File: src/inc/pmd_defs.vh
`ifndef PMD_DEFS_VH
`define PMD_DEFS_VH

// ----------------------------------------------------------------
// register indices (byte address is four times the index)
// ----------------------------------------------------------------
`define PMD_IDX_FEEDBACK 16'hF000
`define PMD_IDX_PRESCALE 16'hF001
`define PMD_IDX_ENABLE   16'hF003
`define PMD_IDX_LOCK     16'hF004
`define PMD_IDX_STATUS   16'hF008
`define PMD_IDX_MASK     16'hF009
`define PMD_IDX_ACTIVE   16'hF00A

// ----------------------------------------------------------------
// field positions
// ----------------------------------------------------------------
`define PMD_FB_MSB       6
`define PMD_PRE_MSB      1
`define PMD_ENABLE_BIT   0
`define PMD_LOCK_BIT     0
`define PMD_EVT_GAIN     0
`define PMD_EVT_LOSS     1
`define PMD_ACT_PRE_LSB  8

// ----------------------------------------------------------------
// reset values
// ----------------------------------------------------------------
`define PMD_FB_RESET     7'h60
`define PMD_PRE_RESET    2'h0
`define PMD_STATUS_RESET 2'h0
`define PMD_MASK_RESET   2'h0

// ----------------------------------------------------------------
// prescale codes
// ----------------------------------------------------------------
`define PMD_PRE_DIV1     2'h0
`define PMD_PRE_DIV2     2'h1
`define PMD_PRE_DIV4     2'h2
`define PMD_PRE_DIV8     2'h3

// ----------------------------------------------------------------
// timing
// ----------------------------------------------------------------
`define PMD_CLOCK_MHZ     125
`define PMD_REF_TIMEOUT_NS 4000
`define PMD_REF_TIMEOUT_CYC ((`PMD_REF_TIMEOUT_NS * `PMD_CLOCK_MHZ) / 1000)
`define PMD_LOCK_REFS     16

`endif

File: src/core/pmd_prescaler.v
`include "pmd_defs.vh"
`default_nettype none

module pmd_prescaler (
  input  wire       clock,
  input  wire       rstN,
  input  wire       run,
  input  wire [1:0] divSel,
  input  wire       masterPin,
  output reg        refTick
);

  reg       pinPrev_q;
  reg [2:0] edgeCnt_q;

  // last edge count of one reference period for each code
  function [2:0] lastCount;
    input [1:0] code;
    begin
      case (code)
        `PMD_PRE_DIV1: lastCount = 3'h0;
        `PMD_PRE_DIV2: lastCount = 3'h1;
        `PMD_PRE_DIV4: lastCount = 3'h3;
        default:       lastCount = 3'h7;
      endcase
    end
  endfunction

  wire pinRise = masterPin & ~pinPrev_q;

  // count master clock rising edges, one reference tick per group
  always @(posedge clock or negedge rstN) begin
    if (!rstN) begin
      pinPrev_q <= 1'b0;
      edgeCnt_q <= 3'h0;
      refTick   <= 1'b0;
    end else begin
      pinPrev_q <= masterPin;
      refTick   <= 1'b0;
      if (!run) begin
        edgeCnt_q <= 3'h0; // idle while the multiplier is off
      end else if (pinRise) begin
        if (edgeCnt_q >= lastCount(divSel)) begin
          edgeCnt_q <= 3'h0;
          refTick   <= 1'b1;
        end else begin
          edgeCnt_q <= edgeCnt_q + 3'h1;
        end
      end
    end
  end

endmodule // pmd_prescaler

`default_nettype wire

File: src/core/pmd_freq_mult.v
`include "pmd_defs.vh"
`default_nettype none

module pmd_freq_mult #(
  parameter PERIOD_W  = 16,
  parameter LOCK_REFS = `PMD_LOCK_REFS,
  parameter TIMEOUT   = `PMD_REF_TIMEOUT_CYC
) (
  input  wire       clock,
  input  wire       rstN,
  input  wire       run,
  input  wire [6:0] fbValue,
  input  wire       refTick,
  output reg        sysTick,
  output reg        locked
);

  reg [PERIOD_W-1:0] periodCnt_q;
  reg [PERIOD_W-1:0] period_q;
  reg                periodOk_q;
  reg [7:0]          lockCnt_q;
  reg [PERIOD_W:0]   acc_q;

  wire [PERIOD_W:0] sum  = acc_q + {{(PERIOD_W-6){1'b0}}, fbValue};
  wire [PERIOD_W:0] left = sum - {1'b0, period_q};
  wire timedOut = (periodCnt_q >= TIMEOUT[PERIOD_W-1:0]);

  // measure the reference period and watch it for lock
  always @(posedge clock or negedge rstN) begin
    if (!rstN) begin
      periodCnt_q <= {PERIOD_W{1'b0}};
      period_q    <= {PERIOD_W{1'b0}};
      periodOk_q  <= 1'b0;
      lockCnt_q   <= 8'h00;
      locked      <= 1'b0;
    end else if (!run || fbValue == 7'h00 || timedOut) begin
      periodCnt_q <= {PERIOD_W{1'b0}};
      periodOk_q  <= 1'b0;
      lockCnt_q   <= 8'h00;
      locked      <= 1'b0;
    end else if (refTick) begin
      periodCnt_q <= {{(PERIOD_W-1){1'b0}}, 1'b1};
      period_q    <= periodCnt_q;
      periodOk_q  <= (periodCnt_q != {PERIOD_W{1'b0}});
      if (lockCnt_q >= LOCK_REFS[7:0]) begin
        locked <= 1'b1;
      end else begin
        lockCnt_q <= lockCnt_q + 8'h01;
      end
    end else begin
      periodCnt_q <= periodCnt_q + {{(PERIOD_W-1){1'b0}}, 1'b1};
    end
  end

  // rate accumulator: fbValue output ticks per reference period
  // limitation: at most one tick per clock, faster products saturate
  always @(posedge clock or negedge rstN) begin
    if (!rstN) begin
      acc_q   <= {(PERIOD_W+1){1'b0}};
      sysTick <= 1'b0;
    end else if (!run || !periodOk_q) begin
      acc_q   <= {(PERIOD_W+1){1'b0}};
      sysTick <= 1'b0;
    end else if (sum >= {1'b0, period_q}) begin
      sysTick <= 1'b1;
      acc_q   <= (left >= {1'b0, period_q}) ? {(PERIOD_W+1){1'b0}} : left;
    end else begin
      sysTick <= 1'b0;
      acc_q   <= sum;
    end
  end

endmodule // pmd_freq_mult

`default_nettype wire

File: src/core/pmd_pll_config.v
`include "pmd_defs.vh"
`default_nettype none

// ----------------------------------------------------------------
// clock multiplier configuration block
// ----------------------------------------------------------------

// Contract
// - feedback divider is seven-bit whole number
// - output rate is reference times feedback; the code gives at most one tick per clock and saturates above that
// - feedback divider resets to 0x60
// - staged values apply on enable rising
// - prescale 00 divides one, 01 two
// - prescale register resets to zero
// - no output clock while disabled
// - read-only lock flag after stable output
module pmd_pll_config #(
  parameter PERIOD_W  = 16,
  parameter LOCK_REFS = `PMD_LOCK_REFS,
  parameter TIMEOUT   = `PMD_REF_TIMEOUT_CYC
) (
  input  wire        clock,
  input  wire        rst_n,
  input  wire [17:0] avsAddress,
  input  wire        avsRead,
  input  wire        avsWrite,
  input  wire [31:0] avsWriteData,
  input  wire [3:0]  avsByteEnable,
  output reg  [31:0] avsReadData,
  output wire        avsWaitRequest,
  input  wire        masterClockInputPin,
  output wire        sysClkEn,
  output wire        pllLocked,
  output reg  [6:0]  feedbackMultiplyValue,
  output reg  [1:0]  prescaleActive,
  output reg         irq
);

  // ----------------------------------------------------------------
  // reset release
  // ----------------------------------------------------------------

  reg  [1:0] rstSync_q;
  wire       rstN;

  // assert at once, release after two clean edges
  always @(posedge clock or negedge rst_n) begin
    if (!rst_n) begin
      rstSync_q <= 2'b00;
    end else begin
      rstSync_q <= {rstSync_q[0], 1'b1};
    end
  end

  assign rstN = rstSync_q[1];

  // ----------------------------------------------------------------
  // bus slave
  // ----------------------------------------------------------------

  reg         busAck_q;
  wire        busReq;
  wire        wrAcc;
  wire        wrLow;
  wire        rdFirst;
  wire [15:0] regIdx;
  reg  [31:0] rdMux;

  // true when the word index selects the given register
  function hit;
    input [15:0] idx;
    input [15:0] target;
    begin
      hit = (idx == target);
    end
  endfunction

  assign busReq  = avsRead | avsWrite;
  assign regIdx  = avsAddress[17:2];
  assign rdFirst = avsRead & ~busAck_q;
  assign wrAcc   = avsWrite & busAck_q;
  assign wrLow   = wrAcc & avsByteEnable[0]; // all writable fields sit in byte 0

  // one wait cycle per access: read data is settled before release
  assign avsWaitRequest = busReq & ~busAck_q;

  always @(posedge clock or negedge rstN) begin
    if (!rstN) begin
      busAck_q <= 1'b0;
    end else begin
      busAck_q <= busReq & ~busAck_q;
    end
  end

  // ----------------------------------------------------------------
  // staged configuration
  // ----------------------------------------------------------------

  reg [6:0] fbStage_q;
  reg [1:0] preStage_q;
  reg       enable_q;
  reg       enablePrev_q;
  reg       run_q;
  wire      applyNow;

  // software side copies; these never reach the multiplier directly
  always @(posedge clock or negedge rstN) begin
    if (!rstN) begin
      fbStage_q  <= `PMD_FB_RESET;
      preStage_q <= `PMD_PRE_RESET;
      enable_q   <= 1'b0;
    end else if (wrLow) begin
      if (hit(regIdx, `PMD_IDX_FEEDBACK)) begin
        fbStage_q <= avsWriteData[`PMD_FB_MSB:0];
      end
      if (hit(regIdx, `PMD_IDX_PRESCALE)) begin
        preStage_q <= avsWriteData[`PMD_PRE_MSB:0];
      end
      if (hit(regIdx, `PMD_IDX_ENABLE)) begin
        enable_q <= avsWriteData[`PMD_ENABLE_BIT];
      end
    end
  end

  assign applyNow = enable_q & ~enablePrev_q;

  // only a zero-to-one step of the enable loads the active copies;
  // rewriting one while already enabled changes nothing
  always @(posedge clock or negedge rstN) begin
    if (!rstN) begin
      enablePrev_q          <= 1'b0;
      run_q                 <= 1'b0;
      feedbackMultiplyValue <= `PMD_FB_RESET;
      prescaleActive        <= `PMD_PRE_RESET;
    end else begin
      enablePrev_q <= enable_q;
      run_q        <= enable_q;
      if (applyNow) begin
        feedbackMultiplyValue <= fbStage_q;
        prescaleActive        <= preStage_q;
      end
    end
  end

  // ----------------------------------------------------------------
  // reference divider and multiplier
  // ----------------------------------------------------------------

  wire refTick;

  pmd_prescaler u_prescaler (
    .clock     (clock),
    .rstN      (rstN),
    .run       (run_q),
    .divSel    (prescaleActive),
    .masterPin (masterClockInputPin),
    .refTick   (refTick)
  );

  pmd_freq_mult #(
    .PERIOD_W  (PERIOD_W),
    .LOCK_REFS (LOCK_REFS),
    .TIMEOUT   (TIMEOUT)
  ) u_freq_mult (
    .clock   (clock),
    .rstN    (rstN),
    .run     (run_q),
    .fbValue (feedbackMultiplyValue),
    .refTick (refTick),
    .sysTick (sysClkEn),
    .locked  (pllLocked)
  );

  // ----------------------------------------------------------------
  // lock events and interrupt
  // ----------------------------------------------------------------

  reg  [1:0] status_q;
  reg  [1:0] mask_q;
  reg        lockPrev_q;
  wire [1:0] events;
  wire [1:0] clearBits;

  assign events[`PMD_EVT_GAIN] = pllLocked & ~lockPrev_q;
  assign events[`PMD_EVT_LOSS] = ~pllLocked & lockPrev_q;

  assign clearBits = (wrLow && hit(regIdx, `PMD_IDX_STATUS)) ?
                     avsWriteData[1:0] : 2'b00;

  // write one to clear; a new event in the same cycle wins
  always @(posedge clock or negedge rstN) begin
    if (!rstN) begin
      lockPrev_q <= 1'b0;
      status_q   <= `PMD_STATUS_RESET;
      mask_q     <= `PMD_MASK_RESET;
      irq        <= 1'b0;
    end else begin
      lockPrev_q <= pllLocked;
      status_q   <= (status_q & ~clearBits) | events;
      if (wrLow && hit(regIdx, `PMD_IDX_MASK)) begin
        mask_q <= avsWriteData[1:0];
      end
      irq <= |(status_q & mask_q);
    end
  end

  // ----------------------------------------------------------------
  // read path
  // ----------------------------------------------------------------

  // unmapped indices read as zero, reserved bits likewise
  always @* begin
    rdMux = 32'h0000_0000;
    case (regIdx)
      `PMD_IDX_FEEDBACK: rdMux[`PMD_FB_MSB:0]  = fbStage_q;
      `PMD_IDX_PRESCALE: rdMux[`PMD_PRE_MSB:0] = preStage_q;
      `PMD_IDX_ENABLE:   rdMux[`PMD_ENABLE_BIT] = enable_q;
      `PMD_IDX_LOCK:     rdMux[`PMD_LOCK_BIT]   = pllLocked;
      `PMD_IDX_STATUS:   rdMux[1:0] = status_q;
      `PMD_IDX_MASK:     rdMux[1:0] = mask_q;
      `PMD_IDX_ACTIVE: begin
        rdMux[`PMD_FB_MSB:0] = feedbackMultiplyValue;
        rdMux[`PMD_ACT_PRE_LSB+1:`PMD_ACT_PRE_LSB] = prescaleActive;
      end
      default:           rdMux = 32'h0000_0000;
    endcase
  end

  // latched in the wait cycle, held until the next read
  always @(posedge clock or negedge rstN) begin
    if (!rstN) begin
      avsReadData <= 32'h0000_0000;
    end else if (rdFirst) begin
      avsReadData <= rdMux;
    end
  end

endmodule // pmd_pll_config

`default_nettype wire

File: config.mk
export PLATFORM = sky130hd
export DESIGN_NAME = pmd_pll_config
export DESIGN_NICKNAME = d
export VERILOG_FILES = /design/src/core/pmd_prescaler.v /design/src/core/pmd_freq_mult.v /design/src/core/pmd_pll_config.v
export VERILOG_INCLUDE_DIRS = /design/src /design/src/inc
export SDC_FILE = /design/constraint.sdc
export NUM_CORES = 1
export LEC_CHECK = 0
export BUFFER_PORTS_ARGS = -buffer_cell sky130_fd_sc_hd__buf_2
export CORE_MARGIN = 10
export CORE_UTILIZATION = 30
export CTS_CLUSTER_DIAMETER = 50
export CTS_CLUSTER_SIZE = 12
export DETAILED_ROUTE_END_ITERATION = 6
export PLACE_DENSITY = 0.56
export SYNTH_ARGS = -nofsm -noshare
export SYNTH_HDL_FRONTEND = slang
export SYNTH_SLANG_ARGS = --single-unit
File: constraint.sdc
create_clock -name clock -period 4 [get_ports clock]
set_input_delay 0.4 -clock clock [delete_from_list [all_inputs] [get_ports clock]]
set_output_delay 0.4 -clock clock [all_outputs]
set_load 0.05 [all_outputs]
==> impl_metrics.tcl <==
set metrics [dict create \
    cts_sinks 103 \
    worstSetupPathType "reg2reg" \
    slew_headroom 0.307 \
    ys_seq_elements 103 \
    clock_path_buffers 2 \
    hp-class "in2reg" \
    synth_xor_area_frac 0.0496 \
    yosys.area.top_type_share 0.401 \
    ys_top_cells_by_area "dfrtp_1 (40%), ha_1 (9.5%), mux2_2 (3.8%), inv_1 (3.4%), nor2_1 (3.3%)" \
    clock_latency_ns 0.35 \
    syn-instance-count 627 \
    die-area_um2 26700 \
    antenna_found_initial 0 \
    min_period_ns 4.74 \
    async_flop_share 1.00 \
    routed_wl_um 14500 \
    cpMaxStageDelayCell "dfrtp_2" \
    firstDrtPassIters 4 \
    synth_warnings 0 \
    crit_chain "ha_1 > a21o_1 > a21oi_2 > nand2b_4 > nand2b_1 > a21oi_2 > xnor2_1 > ha_2 > buf_4 > nand4_1 > a21o_1 > a31o_2 > and2_4 > mux2i_2 > nor2_1 > ha_1 > and3_1 > nand3_1 > nor4_1 > or3_1 > a211o_1 > buf_6 > o32ai_1" \
    path_clk_slew_ns 0.07 \
    synthTopCellsByCount "dfrtp_1 (99), inv_1 (56), nor2_1 (54)" \
    pwr_density_cell_nw_per_um2 257 \
    met3_usage 0.0186 \
    vias_per_cell 4.55 \
    hold_violations 0 \
    areaGrowthSynthToFinish_pct 30.7 \
    cp.arrival_ns 4.98 \
    rows 52 \
    synth_compound_area_frac 0.166 \
    wl_per_cell_um 13.5 \
    stdcell_area_um2 8080 \
    grt_pass1_vias 5090 \
    die_w_um 164 \
    gr-usage-met1 0.145 \
    drive_above_1_share 0.338 \
    num_io_pins 104 \
    synthesis.area_um2 6180 \
    synth_top_cell_by_area "dfrtp_1" \
    slew_violations 0 \
    synth-edff-count 0 \
    drt_iter0_markers 203 \
    worst_slew_pin_slew_ns 1.04 \
    fin_skew_ns 0.0117 \
    synth_top_family_by_area "compound AO/OA/AOI/OAI gates" \
    antenna_cells 0 \
    cts_tree "done" \
    place_area_um2 7540 \
    status "complete, but fails checks" \
    ys_dominant_reg_cell "dfrtp_1" \
    grt_pass1_wl_um 24600 \
    synthAdderAreaFrac 0.102 \
    yosysMostFrequentCell "dfrtp_1" \
    period_share 1.18 \
    critPathMaxStageDelay_ns 0.43 \
    violations "negative setup slack" \
    avgSynthCellArea_um2 9.86 \
    synth_cell_types 70 \
    grt_start_max_net_pins 81 \
    drc 0 \
    grtUsageTotal 0.112 \
    total_power_uw 2070 \
    grt_setup_unrepaired "true" \
    cap_violations 0 \
    top_usage_layer "met2" \
    portBuffers 50 \
    hold_slack_ns 0.178 \
    grt-ovfl-total 0 \
    via_count 4862 \
    fmax_mhz 211 \
    coreArea_um2 20200 \
    nFillCells 1980 \
    synth-simple-area-share 0.150 \
    start_util 0.305 \
    die_y_um 164 \
    cts_buffers 9 \
    fin_ws_ns -0.737 \
    cp-end-kind "register" \
    nets 902 \
    setup_viol_count_final 16 \
    irDropWorstVdd_uv 132 \
    synth-seq-area-share 0.418 \
    leakage_uw 0.00403 \
    hpwl_um 11100 \
    grt_use_met2 0.182 \
    synthMuxAreaShare 0.0431 \
    cts_root_buffer "clkbuf_16" \
    cp_data_required_time_ns 4.24 \
    critPathMaxFanout 10 \
    place_congestion 0.811 \
    antenna_left 0 \
    h-tree-depth 3 \
    start_kind "register" \
]
[metal layers]
| layer | up-vias | wire, µm |
|---|---|---|
| met1 | 2290 | 6840 |
| met4 | 0 | 307 |
| met2 | 62 | 6730 |
| met5 | - | 0 |
| met3 | 16 | 564 |
| li1 | 2494 | - |
[area by class of cell]
| class | instances | area (µm²) | area share |
|---|---|---|---|
| flip-flops and latches | 103 | 2590 | 0.321 |
| well taps | 270 | 338 | 0.0418 |
| multi-input cells | 463 | 3540 | 0.438 |
| clock inverters | 5 | 63.8 | 0.00790 |
| inverters | 56 | 210 | 0.0260 |
| clock buffers | 11 | 243 | 0.0300 |
| repair buffers | 161 | 1100 | 0.136 |
[flip-flops by register name (all words and copies together), names as in the netlist, 2 cells and up]
signal / flops
avsReadData: 9
fbStage_q: 7
feedbackMultiplyValue: 7
mask_q: 2
preStage_q: 2
prescaleActive: 2
rstSync_q: 2
status_q: 2
u_freq_mult.acc_q: 17
u_freq_mult.lockCnt_q: 8
u_freq_mult.periodCnt_q: 16
u_freq_mult.period_q: 16
u_prescaler.edgeCnt_q: 3
[logic make-up after synthesis]
kind of cell    Yosys count
mux                      24
flops                   103
simple gates            187
fa+ha+maj                49
xor+xnor                 35
compound gates          136
other cells               2
buf+inv                  91
[cell usage in the layout, fill, tap and decap left out, types with 12 or more instances in the layout]
master	count
ha_1	39
buf_4	107
conb_1	32
mux2_2	21
xnor2_1	18
inv_1	54
nand2_1	48
o21ai_0	25
buf_2	50
a21o_1	16
xor2_1	12
nor3_1	12
a21oi_1	17
dfrtp_1	94
nor2_1	49
[worst max-delay path: cells and delay by family (launching register included)]
kind                       cells  cell delay (ns)
AOI/OAI and AO/OA              7             1.41
and+or+nand+nor                9             1.17
adders and majority gates      3             1.00
DFF                            1             0.43
buffers and inverters          2             0.28
muxes                          1             0.19
xor gates and xnor gates       1             0.13
[timing repair]
item	CTS	global route
pin swaps	15	7
endpoints found under the setup margin	16	17
setup buffers	8	3
hold buffers	1	0
endpoints found under the hold margin	2	0
resized for setup	17	11
[where the power goes]
part	switching [µW]	total, µW	internal, µW
Combinational	79.4	98.0	18.6
Sequential	17.7	1070	1050
Clock	398	909	511
[per-stage QoR]
step / setup TNS, ns / worst slack (ns) / utilization / cells
6_report: -11.37 / -0.737 / 0.399 / 1069
5_1_grt: -15.06 / -0.990 / 0.399 / 1069
4_1_cts: -11.73 / -0.769 / 0.396 / 1066
3_5_place_dp: -15.17 / -1.00 / 0.373 / 1041
3_3_place_gp: -14.17 / -0.949 / 0.373 / 1041
2_1_floorplan: -12.17 / -0.799 / - / 657
[path summary, 6_finish.rpt]
path / start / endpoint / slack (ns) / depth (start not counted)
min: masterClockInputPin / u_prescaler.pinPrev_q / 0.18 / 1
max in group asynchronous: rstSync_q[1] / fbStage_q[6] / 2.53 / 1
max reg2reg: feedbackMultiplyValue[1] / u_freq_mult.acc_q[15] / -0.74 / 23
min in group asynchronous: rst_n / rstSync_q[1] / 0.36 / 2
min reg2reg: rstSync_q[0] / rstSync_q[1] / 0.35 / 0
max: feedbackMultiplyValue[1] / u_freq_mult.acc_q[15] / -0.74 / 23
Note: power is estimated with default switching activity, not from simulation.
